$ cat src/verilog/stp_pkg.sv
// stp_pkg: constants and carrier types for the self test and output control block.
// assumes a single 20 MHz clock and memories with one-cycle registered read data.
package stp_pkg;
    // ----------------------------------------
    // clock
    // ----------------------------------------
    localparam int unsigned CLK_HZ = 20_000_000;

    // ----------------------------------------
    // self test mode field
    // ----------------------------------------
    localparam logic [1:0] POWER_ON_SELF_TEST_MODE_OFF = 2'h0;
    localparam logic [1:0] POWER_ON_SELF_TEST_MODE_MEM = 2'h1;

    // ----------------------------------------
    // memory geometry
    // ----------------------------------------
    localparam int RAM_AW = 4;
    localparam int MEM_AW = 6;
    localparam logic [MEM_AW-1:0] RAM_LAST = 6'h0F;
    localparam logic [MEM_AW-1:0] ROM_LAST = 6'h3F;
    localparam logic [MEM_AW-1:0] NVM_LAST = 6'h1F;

    // ----------------------------------------
    // ram test patterns
    // ----------------------------------------
    localparam logic [1:0] PAT_ADDR = 2'h0;
    localparam logic [1:0] PAT_ZERO = 2'h1;
    localparam logic [1:0] PAT_ONE = 2'h2;
    localparam logic [7:0] BYTE_ZERO = 8'h00;
    localparam logic [7:0] BYTE_ONE = 8'hFF;

    // ----------------------------------------
    // pwm duty limits, period of 256 clocks
    // ----------------------------------------
    localparam logic [7:0] DUTY_MIN = 8'h02;
    localparam logic [7:0] DUTY_MAX = 8'hFE;
    localparam logic [7:0] CNT_LAST = 8'hFF;

    // ----------------------------------------
    // sequencer states
    // ----------------------------------------
    typedef enum logic [2:0]
    {
        ST_WAIT = 3'b000,
        ST_RAM_WR = 3'b001,
        ST_RAM_RD = 3'b010,
        ST_SUM = 3'b011,
        ST_DONE = 3'b100
    } stp_state_t;

    // ----------------------------------------
    // fault indications from detectors and signal path
    // ----------------------------------------
    typedef struct packed
    {
        logic overcurrent;
        logic undervoltage;
        logic overvoltage;
        logic overtemp;
        logic [2:0] pos_ovf;   // field adc, low pass, temp compensation
        logic [2:0] neg_ovf;   // field adc, low pass, temp compensation
        logic [1:0] temp_ovf;  // temp adc, calibrated temperature
    } stp_fault_t;
endpackage

$ cat src/verilog/stp_ram.sv
// stp_ram: small byte-wide scratch ram under test.
// assumes one write or read per clock; read data come out one clock later.
`timescale 1ns/1ns
module stp_ram
(
    // clock
    input wire logic mclk,
    // access
    input wire logic we,
    input wire logic [stp_pkg::RAM_AW-1:0] addr,
    input wire logic [7:0] wdata,
    output logic [7:0] rdata
);
    import stp_pkg::*;

    logic [7:0] mem_reg [0:(1<<RAM_AW)-1];

    always_ff @(posedge mclk)
    begin
        if (we)
        begin
            mem_reg[addr] <= wdata;
        end
        rdata <= mem_reg[addr];
    end
endmodule

$ cat src/verilog/stp_selftest.sv
// stp_selftest: power-on memory self test and pwm output control with fault overrides.
// assumes synchronous fault inputs, rom and nvm reads with one clock of latency,
// and an external pull-up on the open-drain pin.
`timescale 1ns/1ns
// How it works
// - mode 00 skips the self test; mode 01 runs ram, rom and nvm tests.
// - the self test starts as soon as supply good asserts.
// - output stays off while the test runs; enabled once it completes.
// - any failed check forces minimum duty at once.
// - ram address test writes each address value, reads back, catches aliasing.
// - ram cell test writes and checks all zeros then all ones.
// - rom bytes summed into 8 bits, compared with stored rom checksum byte.
// - checksum mismatch flags a self test error.
// - nvm gets same byte sum, reference from its dedicated checksum byte.
// - overcurrent turns pin high impedance until the next low pulse begins.
// - undervoltage or overvoltage puts the pin high impedance.
// - over-temperature indication puts the pin high impedance until it clears.
// - positive signal path overflow forces maximum duty unless a failure, negative or temperature overflow forces minimum.
// - negative signal path overflow forces minimum duty.
// - temperature path overflow either way forces minimum duty.
// - in normal operation the pin carries a continuous pwm signal.
module stp_selftest
(
    // clock and reset
    input wire logic mclk,
    input wire logic sys_rst,
    // configuration and supply
    input wire logic supply_good,
    input wire logic [1:0] power_on_self_test_mode,
    // signal path
    input wire logic [7:0] meas_duty,
    input wire stp_pkg::stp_fault_t faults,
    // rom and nvm read port
    output logic [stp_pkg::MEM_AW-1:0] mem_addr,
    input wire logic [7:0] rom_rdata,
    input wire logic [7:0] nvm_rdata,
    // pin
    output logic pin_out,
    output logic pin_oe_n,
    // status
    output logic power_on_self_test_busy,
    output logic power_on_self_test_fail
);
    import stp_pkg::*;

    stp_state_t state_reg;
    logic [MEM_AW-1:0] idx_reg;
    logic [1:0] pat_reg;
    logic nvm_sel_reg;
    logic stop_reg;
    logic [7:0] sum_reg;
    logic pend_reg;
    logic [MEM_AW-1:0] pidx_reg;
    logic ram_pend_reg;
    logic [1:0] ppat_reg;
    logic fail_reg;
    logic ram_we;
    logic [7:0] ram_wdata;
    logic [7:0] ram_rdata;
    logic [7:0] ram_exp;
    logic [7:0] sum_data;
    logic [MEM_AW-1:0] sum_last;
    logic chk_now;
    logic ram_bad;
    logic sum_bad;
    logic [7:0] cnt_reg;
    logic [7:0] duty_cur_reg;
    logic [7:0] duty_sel;
    logic oc_reg;
    logic hiz;
    logic pwm_high;

    function automatic logic [7:0] pat_byte(input logic [1:0] pat, input logic [MEM_AW-1:0] a);
        logic [7:0] v;
        v = BYTE_ONE;
        if (pat == PAT_ADDR)
        begin
            v = {2'b00, a};
        end
        else if (pat == PAT_ZERO)
        begin
            v = BYTE_ZERO;
        end
        return v;
    endfunction

    // ----------------------------------------
    // ram under test
    // ----------------------------------------
    assign ram_we = (state_reg == ST_RAM_WR);
    assign ram_wdata = pat_byte(pat_reg, idx_reg);
    assign ram_exp = pat_byte(ppat_reg, pidx_reg);

    stp_ram u_ram
    (
        .mclk(mclk),
        .we(ram_we),
        .addr(idx_reg[RAM_AW-1:0]),
        .wdata(ram_wdata),
        .rdata(ram_rdata)
    );

    // ----------------------------------------
    // checks
    // ----------------------------------------
    assign mem_addr = idx_reg;
    assign sum_data = nvm_sel_reg ? nvm_rdata : rom_rdata;
    assign sum_last = nvm_sel_reg ? NVM_LAST : ROM_LAST;
    assign chk_now = pend_reg && (state_reg == ST_SUM) && (pidx_reg == sum_last);
    assign ram_bad = ram_pend_reg && (ram_rdata != ram_exp);
    assign sum_bad = chk_now && (sum_reg != sum_data);

    // ----------------------------------------
    // sequencer
    // ----------------------------------------
    always_ff @(posedge mclk or posedge sys_rst)
    begin
        if (sys_rst)
        begin
            state_reg <= ST_WAIT;
            idx_reg <= '0;
            pat_reg <= PAT_ADDR;
            nvm_sel_reg <= 1'b0;
            stop_reg <= 1'b0;
            sum_reg <= BYTE_ZERO;
            pend_reg <= 1'b0;
            pidx_reg <= '0;
            ram_pend_reg <= 1'b0;
            ppat_reg <= PAT_ADDR;
        end
        else
        begin
            pend_reg <= 1'b0;
            ram_pend_reg <= 1'b0;
            case (state_reg)
                ST_WAIT:
                begin
                    if (supply_good)
                    begin
                        state_reg <= (power_on_self_test_mode == POWER_ON_SELF_TEST_MODE_MEM) ? ST_RAM_WR : ST_DONE;
                    end
                end
                ST_RAM_WR:
                begin
                    idx_reg <= (idx_reg == RAM_LAST) ? '0 : idx_reg + 6'h01;
                    if (idx_reg == RAM_LAST)
                    begin
                        state_reg <= ST_RAM_RD;
                    end
                end
                ST_RAM_RD:
                begin
                    // pattern travels with the read, pat_reg moves on at the last address
                    ram_pend_reg <= 1'b1;
                    ppat_reg <= pat_reg;
                    pidx_reg <= idx_reg;
                    idx_reg <= (idx_reg == RAM_LAST) ? '0 : idx_reg + 6'h01;
                    if (idx_reg == RAM_LAST)
                    begin
                        // three passes: address values, zeros, ones
                        state_reg <= (pat_reg == PAT_ONE) ? ST_SUM : ST_RAM_WR;
                        pat_reg <= pat_reg + 2'h1;
                    end
                end
                ST_SUM:
                begin
                    if (!stop_reg)
                    begin
                        pend_reg <= 1'b1;
                        pidx_reg <= idx_reg;
                        idx_reg <= idx_reg + 6'h01;
                        stop_reg <= (idx_reg == sum_last);
                    end
                    // the last byte holds the reference and is not summed
                    if (pend_reg && !chk_now)
                    begin
                        sum_reg <= sum_reg + sum_data;
                    end
                    if (chk_now)
                    begin
                        sum_reg <= BYTE_ZERO;
                        idx_reg <= '0;
                        stop_reg <= 1'b0;
                        nvm_sel_reg <= 1'b1;
                        if (nvm_sel_reg)
                        begin
                            state_reg <= ST_DONE;
                        end
                    end
                end
                ST_DONE:
                begin
                    state_reg <= ST_DONE;
                end
                default:
                begin
                    state_reg <= ST_WAIT;
                end
            endcase
        end
    end

    // ----------------------------------------
    // failure latch, cleared only by reset
    // ----------------------------------------
    always_ff @(posedge mclk or posedge sys_rst)
    begin
        if (sys_rst)
        begin
            fail_reg <= 1'b0;
        end
        else if (ram_bad || sum_bad)
        begin
            fail_reg <= 1'b1;
        end
    end

    // ----------------------------------------
    // duty selection
    // ----------------------------------------
    always_comb
    begin
        duty_sel = meas_duty;
        if (meas_duty < DUTY_MIN)
        begin
            duty_sel = DUTY_MIN;
        end
        else if (meas_duty > DUTY_MAX)
        begin
            duty_sel = DUTY_MAX;
        end
        // minimum wins over maximum: a suspect device should read as low
        if (|faults.pos_ovf)
        begin
            duty_sel = DUTY_MAX;
        end
        if (fail_reg || (|faults.neg_ovf) || (|faults.temp_ovf))
        begin
            duty_sel = DUTY_MIN;
        end
    end

    // ----------------------------------------
    // pwm and pin
    // ----------------------------------------
    assign pwm_high = (cnt_reg < duty_cur_reg);
    assign hiz = (state_reg != ST_DONE) || oc_reg || faults.undervoltage
               || faults.overvoltage || faults.overtemp;

    always_ff @(posedge mclk or posedge sys_rst)
    begin
        if (sys_rst)
        begin
            cnt_reg <= '0;
            duty_cur_reg <= DUTY_MIN;
        end
        else
        begin
            cnt_reg <= cnt_reg + 8'h01;
            // a failure's minimum duty takes over mid-period so it shows at once; overflow-forced duties wait for the period end
            if (cnt_reg == CNT_LAST || fail_reg || ram_bad || sum_bad)
            begin
                duty_cur_reg <= duty_sel;
            end
        end
    end

    // overcurrent release at the start of the next low pulse; a new event wins
    always_ff @(posedge mclk or posedge sys_rst)
    begin
        if (sys_rst)
        begin
            oc_reg <= 1'b0;
        end
        else if (faults.overcurrent)
        begin
            oc_reg <= 1'b1;
        end
        else if (cnt_reg == duty_cur_reg)
        begin
            oc_reg <= 1'b0;
        end
    end

    always_ff @(posedge mclk or posedge sys_rst)
    begin
        if (sys_rst)
        begin
            pin_out <= 1'b0;
            pin_oe_n <= 1'b1;
            power_on_self_test_busy <= 1'b1;
            power_on_self_test_fail <= 1'b0;
        end
        else
        begin
            pin_out <= 1'b0;
            pin_oe_n <= hiz || pwm_high;
            power_on_self_test_busy <= (state_reg != ST_DONE);
            power_on_self_test_fail <= fail_reg;
        end
    end
endmodule

$ cat config.mk
export PLATFORM = sky130hd
export DESIGN_NAME = stp_selftest
export DESIGN_NICKNAME = d
export VERILOG_FILES = /design/src/verilog/stp_pkg.sv /design/src/verilog/stp_ram.sv /design/src/verilog/stp_selftest.sv
export SDC_FILE = /design/constraint.sdc
export NUM_CORES = 1
export LEC_CHECK = 0
export BUFFER_PORTS_ARGS = -buffer_cell sky130_fd_sc_hd__buf_2
export CAP_MARGIN = 20
export CORE_MARGIN = 4
export CORE_UTILIZATION = 40
export DETAILED_ROUTE_END_ITERATION = 6
export PLACE_DENSITY = 0.7
export SLEW_MARGIN = 40
export SYNTH_ARGS = -nofsm -noshare
export SYNTH_HDL_FRONTEND = slang
export SYNTH_SLANG_ARGS = --single-unit
$ cat constraint.sdc
create_clock -name mclk -period 2.4 [get_ports mclk]
set_input_delay 0.12 -clock mclk [delete_from_list [all_inputs] [get_ports mclk]]
set_output_delay 0.12 -clock mclk [all_outputs]
set_load 0.02 [all_outputs]
After elaboration in Yosys (flattened, before gate mapping)

Memories as Yosys holds them, arrays and structs flattened. A register that Yosys moved wholly into a read port is not among the register bits.
Index checks and enable logic that the tools add are counted.
W data, S select, Z words.

Memories: 1
Bits in registers: 52
Word-level logic and storage cells: 117
Bits of input ports: 41
RAM bits: 128

Memories:

| name          | words | width | read ports | clocked after Yosys merged registers in | wr ports | RTL line      | text |
|---|---|---|---|---|---|---|---|
| u_ram.mem_reg | 16    | 8     | 1          | 1                                       | 1        | stp_ram.sv:16 | `logic [7:0] mem_reg [0:(1<<RAM_AW)-1];` |

$add $sub $neg: 4
Mux-type cells: 35
Equal/unequal tests: 23
Order comparisons: 3
Reduce and logical (&&, ||, !) cells: 34

Operator list:

| cell                  | number |
|---|---|
| $mux W8               | 11 |
| $mux W6               | 5 |
| $pmux W6 S2           | 2 |
| $mux W3               | 6 |
| $ne A8 B8 Y1          | 2 |
| $pmux W3 S5           | 1 |
| $eq A6 B6 Y1          | 2 |
| $logic_or A1 B1 Y1    | 11 |
| $ne A2 B2 Y1 const B  | 5 |
| $reduce_and A2 Y1     | 5 |
| $mux W1               | 9 |
| $add A8 B1 Y8 const B | 1 |
| $add A8 B8 Y8         | 1 |
| $eq A8 B8 Y1          | 1 |
| $eq A8 B8 Y1 const B  | 1 |
| $gt A8 B8 Y1 const B  | 1 |
| $lt A8 B2 Y1 const B  | 1 |
| $lt A8 B8 Y1          | 1 |
| $reduce_bool A2 Y1    | 4 |
| $add A6 B1 Y6 const B | 1 |
| $eq A2 B1 Y1 const B  | 3 |
| $eq A3 B2 Y1 const B  | 2 |
| $eq A6 B4 Y1 const B  | 1 |
| $ne A3 B3 Y1 const B  | 2 |
| other kinds (13)      | 20 |

Longest topological paths before layout

Gate-level depths: netlist of the first run.

Depth after elaboration: 7
Depth in mapped cells: 9
Mapped depth without buffers: 8

By module

Synthesis of the first run repeated with hierarchy kept, for this count alone.

Cells, all modules: 547
Area, all modules: 8214.1 um^2

Modules (own cells, without submodules):

| module       | cells each | times used | area each (um^2) |
|---|---|---|---|
| stp_ram      | 230        | 1          | 5067.4 |
| stp_selftest | 317        | 1          | 3146.8 |

Worst setup path before layout of the first run

Ideal clock, no wire load.

Path kind: reg2reg
From: register nvm_sel_reg
To: register sum_reg[6]
Library setup time: 0.121 ns
Buffers on the path: 1
Setup slack: -0.037 ns
Cell stages (with the launch flop): 10
Data arrival time: 2.316 ns
Data required time: 2.279 ns
Path through: dfrtp_1 -> buf_2 -> mux2_2 -> ha_1 -> fa_1 -> a21o_1 -> a21oi_1 -> o21ai_0 -> xor2_1 -> a22o_1

Word-level cells in the longest chain between the ends: 7

RTL lines:

| what                                                                  | RTL line            | text |
|---|---|---|
| start, declared                                                       | stp_selftest.sv:49  | `logic nvm_sel_reg;` |
| start signal, assigned                                                | stp_selftest.sv:123 | `nvm_sel_reg <= 1'b0;` |
| start signal, assigned                                                | stp_selftest.sv:184 | `nvm_sel_reg <= 1'b1;` |
| parallel branches: the longest is 7 deep, another holds $add A8 B8 Y8 | -                   |  |
| end signal, assigned                                                  | stp_selftest.sv:177 | `sum_reg <= sum_reg + sum_data;` |
| end, declared                                                         | stp_selftest.sv:51  | `logic [7:0] sum_reg;` |

Several ways; the timed one is not identified. The select of a mux whose other input is x is not followed.
A chain may end at the register's enable or synchronous reset.

Worst setup path in the final report of the first run

From: register nvm_sel_reg
To: register sum_reg[7]

The elaborated chain is that of the path after synthesis.

==> results of run 1 <==
[cell type report]
class / instances / share of cell area
Multi-Input combinational cell: 294 / 0.2987
Inverter: 24 / 0.009821
Sequential cell: 171 / 0.5245
Clock buffer: 17 / 0.04638
Clock inverter: 15 / 0.01992
Timing Repair Buffer: 97 / 0.06875
Tap cell: 234 / 0.03192
[worst max-delay path, cell delays in order (launching register included)]
cell and delay (ns):
dfrtp_2 0.44, buf_4 0.16, buf_4 0.13, mux2_2 0.27
ha_1 0.31, buf_4 0.17, nor3_1 0.27, nor2_1 0.11
o41ai_2 0.07, xor2_1 0.13, a22o_1 0.22
[through the flow]
| stage | utilization | hold slack [ns] |
|---|---|---|
| finish | 0.4904 | 0.05704 |
| global route | 0.4904 | 0.05206 |
| CTS | 0.4839 | 0.02794 |
| detailed placement | 0.4487 | 0.1675 |
| global placement | 0.4479 | 0.1559 |
| floorplan | - | 0.2284 |
[worst max path at each step]
| stage | start | end | slack (ns) | cells past startpoint |
|---|---|---|---|---|
| floorplan | nvm_sel_reg | sum_reg[6] | 0.009 | 9 |
| global placement | nvm_sel_reg | sum_reg[7] | 0.02 | 8 |
| detailed placement | nvm_sel_reg | sum_reg[7] | -0.05 | 8 |
| CTS | nvm_sel_reg | sum_reg[7] | 0.02 | 8 |
| global route | nvm_sel_reg | sum_reg[7] | -0.03 | 10 |
| finish | nvm_sel_reg | sum_reg[7] | 0.01 | 10 |
[repair_timing]
| item | CTS | global route |
|---|---|---|
| hold buffers | 5 | 0 |
| endpoints found under the hold margin | 24 | 0 |
| resized for setup | 1 | 15 |
| setup buffers | 0 | 2 |
| endpoints found under the setup margin | 6 | 9 |
| pin swaps | 0 | 6 |
[routing by layer]
metal  track usage  wire length (um)
met5             0                 0
met1        0.1978              6781
met4       0.05127               199
met2        0.2647              8510
met3       0.04345               930
[Yosys cell counts, types with 5 or more instances]
| cell | n |
|---|---|
| edfxtp_1 | 112 |
| dfrtp_1 | 49 |
| mux4_2 | 35 |
| nor2_1 | 30 |
| nand2_1 | 26 |
| inv_1 | 24 |
| ha_1 | 23 |
| a21oi_1 | 21 |
| nor3_1 | 17 |
| o21ai_0 | 14 |
| mux2_2 | 10 |
| nand2b_1 | 9 |
| xnor2_1 | 9 |
| xor2_1 | 9 |
| a22o_1 | 8 |
| nand3_1 | 8 |
| buf_2 | 7 |
| dfxtp_1 | 7 |
| nand4_1 | 7 |
| clkbuf_1 | 6 |
| o2bb2ai_1 | 6 |
| a21o_1 | 5 |
[cell families (layout without fill, tap and decap cells)]
family | Yosys count | after routing
other cells | 1 | 1
xor+xnor | 18 | 18
buf+inv | 42 | 153
flops | 171 | 171
compound gates | 79 | 79
mux | 47 | 47
simple gates | 125 | 125
fa+ha+maj | 24 | 24
[power by group through the flow]
| stage | registers [mW] | clock network [mW] | logic [mW] |
|---|---|---|---|
| floorplan | 3.38 | 0 | 0.677 |
| global placement | 3.38 | 0 | 0.981 |
| detailed placement | 3.38 | 0 | 1.00 |
| CTS | 3.32 | 2.86 | 1.01 |
| global route | 3.33 | 3.00 | 1.08 |
| finish | 3.32 | 2.79 | 1.00 |
==> qor.csv, run 1 <==
stage,metric,value,unit
routing,detailed-route DRC error count,0,
logic_synthesis,Ys Warns,0,
setup_path,WP data arrival,2.69,ns
clocking,root buffer cell,clkbuf_16,
finish,Final #Nets,670,
finish,Synth-to-Final Area Change,20.36,%
logic_synthesis,Post-synth EDFFs,112,
power,total power,7.111,mW
flow_run,# Max-Cap Violations,0,
logic_synthesis,Synth cell types,65,
status,status,completed,
setup_path,crit end category,register,
timing,Final period util,0.9940,
clocking,"Clk pin slew, worst setup/hold paths",0.07,ns
floorplanning,die height,146.0,um
logic_synthesis,syn_nets,572,
setup_path,worst path required time,2.71,ns
finish,Sequential Area,4811,um^2
timing,min Tclk post-route,2.385,ns
global_routing,initial antenna violation count,0,
finish,share of layout cells above drive strength 1,0.3220,
clocking,Max clock buf depth,2,
logic_synthesis,mux contribution to synthesized area,0.1210,
floorplanning,Die ar.,21320,um^2
logic_synthesis,"top cells by area, synth","edfxtp_1 (44%), dfrtp_1 (16%), mux4_2 (10%)",
floorplanning,Starting Density,0.4074,
floorplanning,core area,18710,um^2
power,Pwr Density,775.2,nW/um^2
power,Switching Fraction,0.2541,
floorplanning,Chip Width,146.0,um
power,leakage,3.479,nW
power,Internal,5.304,mW
timing,setup_tns,0,ns
routing,DRT iter0 DRCs,349,
global_routing,pin count of the biggest net entering global routing,32,
finish,# diodes,0,
finish,Final Instance Area,9173,um^2
logic_synthesis,#FFs+latches synth,171,
worst_hold_path,Hold Crit Class,in2reg,
logic_synthesis,Synth top area share,0.4413,
global_routing,first-pass GRT wire length,26220,um
finish,fill count,1539,
global_routing,global route overflow,0,
finish,area occupied by multi-input gates,2740,um^2
placement,routability cong.,0.8288,
setup_path,CP Launch Type,register,
finish,max reg flops,112,
clocking,"Clk Latency, worst-skew pair",0.42,ns
timing,Highest Clock Rate,419.2,MHz
logic_synthesis,xor/xnor share of the synthesized area,0.02069,
clocking,CTS Sinks,171,
routing,Routed wire per std cell,19.28,um
logic_synthesis,main combinational cell family by area after synthesis,multiplexers,
routing,antenna-violating nets left,0,
placement,I/O Buffers,49,
logic_synthesis,Main synth FF type,edfxtp_1,
routing,Vias per Instance,5.397,
setup_path,R2R depth,10,
setup_path,worst reg2reg path endpoint,sum_reg[7],
timing,Slew @ Worst Pin,0.8061,ns
logic_synthesis,Synth Cell Area,7621,um^2
setup_path,maximum fanout along the worst path,5,
worst_hold_path,worst hold endpoint,duty_cur_reg[3],
floorplanning,# IOs,51,
finish,"commonest non-fill, non-tap cells in the layout","edfxtp_1 (112), buf_2 (49), dfrtp_1 (47)",
clocking,CTS tree,yes,
power,Worst IR Drop VDD,913.0,uV
floorplanning,Row Count,50,
setup_path,R2R Setup Slk,0.01,ns
placement,Setup WS pre-CTS,-0.04844,ns
logic_synthesis,Synth area leader,edfxtp_1,
setup_path,critical path type,reg2reg,
timing,Clock Skew,0.007546,ns
worst_hold_path,hold depth,3,
finish,Layout Cells excl Fill,852,
placement,dpl hpwl,11310,um
global_routing,vias in the first global route,4892,
power,combinational fraction of design power,0.141,
timing,final worst slack,0.01450,ns
logic_synthesis,Post-Synth Adder-Cell Area,0.04039,
logic_synthesis,synthesized instance count,507,
logic_synthesis,Synth Area in Compound Gates,0.07421,
logic_synthesis,synthesized area per cell,15.03,um^2
clocking,CTS H-Tree Depth,4,
power,sequential share of power,0.467,
worst_hold_path,Min-Delay Startpoint,meas_duty[3],
timing,Worst slew margin,0.4626,
setup_path,worst r2r src,nvm_sel_reg,
placement,placed insts,813,
power,Clock power frac,0.392,
routing,drt pass-1 iters,4,
power,P_sw,1.807,mW
logic_synthesis,post-synthesis sequential area ratio,0.6309,
timing,fin. max-slew vios,0,
placement,Placement Cell Area,8393,um^2
routing,Vias,4598,
routing,Post-Route WL,16420,um
logic_synthesis,fraction of the mapped netlist area in simple logic gates,0.08701,
timing,# setup viols final,0,
logic_synthesis,Async SR Flop Fraction,0.3041,
global_routing,GRT Overall Usage,0.1571,
finish,"most common cell after layout, fill and taps aside",edfxtp_1,
clocking,Num CTS Buffers,17,
timing,Hold Fails Final Rpt,0,
Note: power is estimated with default switching activity, not from simulation.
==> run 2: changes to the inputs <==
- CORE_MARGIN: 4 -> default
- MAX_ROUTING_LAYER: default -> met4
==> run 2 against run 1 <==
Net effect:
- first-iteration DRC count is 2.6% lower
- worst hold slack got worse by 0.028 ns
- total power up 1.6%
- fmax rose by 5.1%
- critical endpoint is now duty_cur_reg[0]
==> qor.csv, run 2 (same netlist as run 1, synthesis figures left out) <==
stage,metric,value,unit
setup_path,worst path required time,2.72,ns
finish,Synth-to-Final Area Change,20.78,%
timing,Clock Skew,0.01433,ns
setup_path,CP Launch Type,register,
timing,unrepaired setup endpoints after global routing,no,
setup_path,critical path type,reg2reg,
global_routing,met1 Use GR,0.2207,
finish,fill count,1544,
power,sequential share of power,0.460,
setup_path,crit end category,register,
timing,Worst slew margin,0.4889,
floorplanning,core area,18710,um^2
clocking,Num CTS Buffers,17,
status,status,completed,
floorplanning,Starting Density,0.4074,
flow_run,# Max-Cap Violations,0,
finish,# diodes,0,
floorplanning,Die ar.,19610,um^2
timing,fin. max-slew vios,0,
placement,routability cong.,0.8914,
global_routing,pin count of the biggest net entering global routing,33,
clocking,"Clk pin slew, worst setup/hold paths",0.06,ns
routing,DRT iter0 DRCs,340,
finish,area occupied by multi-input gates,2733,um^2
clocking,root buffer cell,clkbuf_16,
routing,Routed wire per std cell,19.02,um
finish,max reg flops,112,
finish,Final Instance Area,9205,um^2
finish,share of layout cells above drive strength 1,0.3258,
timing,# setup viols final,0,
routing,detailed-route DRC error count,0,
power,Clock power frac,0.402,
placement,I/O Buffers,49,
global_routing,initial antenna violation count,0,
finish,Sequential Area,4811,um^2
finish,"most common cell after layout, fill and taps aside",edfxtp_1,
setup_path,WP data arrival,2.59,ns
routing,Vias,4592,
power,combinational fraction of design power,0.138,
finish,final core occ,0.4921,
global_routing,global route overflow,0,
finish,"commonest non-fill, non-tap cells in the layout","edfxtp_1 (112), buf_2 (49), dfrtp_1 (47)",
placement,dpl hpwl,11260,um
routing,Post-Route WL,16240,um
global_routing,met3 usage,0.04752,
routing,drt pass-1 iters,4,
setup_path,maximum fanout along the worst path,7,
clocking,Max clock buf depth,2,
placement,Placement Cell Area,8416,um^2
clocking,"Clk Latency, worst-skew pair",0.44,ns
power,total power,7.224,mW
global_routing,GRT Overall Usage,0.1847,
timing,min Tclk post-route,2.269,ns
timing,Hold Fails Final Rpt,0,
finish,Final #Nets,673,
floorplanning,# IOs,51,
floorplanning,Row Count,50,
power,Internal,5.399,mW
power,Switching Fraction,0.2526,
timing,setup_tns,0,ns
worst_hold_path,Hold Crit Class,in2reg,
global_routing,vias in the first global route,4720,
floorplanning,die height,140.0,um
timing,Final period util,0.9455,
global_routing,met2 global-route usage,0.3005,
timing,Highest Clock Rate,440.7,MHz
routing,Vias per Instance,5.377,
power,Worst IR Drop VDD,884.5,uV
power,P_sw,1.825,mW
power,Pwr Density,784.8,nW/um^2
global_routing,first-pass GRT wire length,25960,um
power,leakage,3.505,nW
floorplanning,Chip Width,140.0,um
global_routing,gr busiest metal,met2,
clocking,CTS Sinks,171,
clocking,CTS H-Tree Depth,4,
clocking,CTS tree,yes,
routing,antenna-violating nets left,0,
timing,Slew @ Worst Pin,0.7667,ns
## run 2: power groups by stage
stage          combinational (mW)  sequential, mW  clock, mW
2_1_floorplan               0.677            3.38          0
3_3_place_gp                0.964            3.38          0
3_5_place_dp                0.993            3.39          0
4_1_cts                      1.00            3.32       2.95
5_1_grt                      1.07            3.34       3.06
6_report                    0.995            3.33       2.90
## run 2: critical path, stage by stage, from the launching register on
cell      delay, ns
dfrtp_2        0.46
mux2_4         0.34
ha_4           0.22
buf_4          0.14
nor4_4         0.26
nand3_2        0.13
a21oi_4        0.25
a311oi_1       0.14
a31o_1         0.22
## run 2: area by class of cell
class                   instances  share of cell area
flip-flops and latches        171              0.5226
multi-input cells             294              0.2969
repair buffers                100             0.07068
clock buffers                  17             0.04621
well taps                     234             0.03181
clock inverters                14             0.02202
inverters                      24            0.009787
## run 2: worst paths after layout
path	from	endpoint	slack [ns]	cells after the start
setup / recovery	nvm_sel_reg	duty_cur_reg[0]	0.13	8
hold / removal	meas_duty[1]	duty_cur_reg[1]	0.03	3
setup reg to reg	nvm_sel_reg	duty_cur_reg[0]	0.13	8
hold reg to reg	fail_reg	power_on_self_test_fail	0.47	0
max in group asynchronous	sys_rst	pin_oe_n	1.45	4
min in group asynchronous	sys_rst	state_reg[2]	0.28	3
## run 2: repair_timing
action                                 CTS  global route
resized for setup                        1            15
buffers inserted                         0             2
endpoints found under the hold margin   25             0
pin swaps                                0             4
hold buffers                             4             0
setup endpoints to repair                8            11
cloned                                   0             0
## run 2: through the flow
| step | instances | worst slack, ns | hold WS [ns] |
|---|---|---|---|
| 6_report | 854 | 0.1308 | 0.02892 |
| 5_1_grt | 854 | 0.007361 | 0.03944 |
| 4_1_cts | 852 | 0.01189 | 0.02265 |
| 3_5_place_dp | 817 | -0.03522 | 0.2004 |
| 3_3_place_gp | 817 | 0.01846 | 0.1828 |
| 2_1_floorplan | 507 | 0.008706 | 0.2284 |
## run 2: metal layers
| layer | vias to the layer above | wire (um) |
|---|---|---|
| met5 | - | 0 |
| met4 | 0 | 293 |
| met3 | 19 | 893 |
| met2 | 137 | 8224 |
| met1 | 2291 | 6832 |
| li1 | 2145 | - |
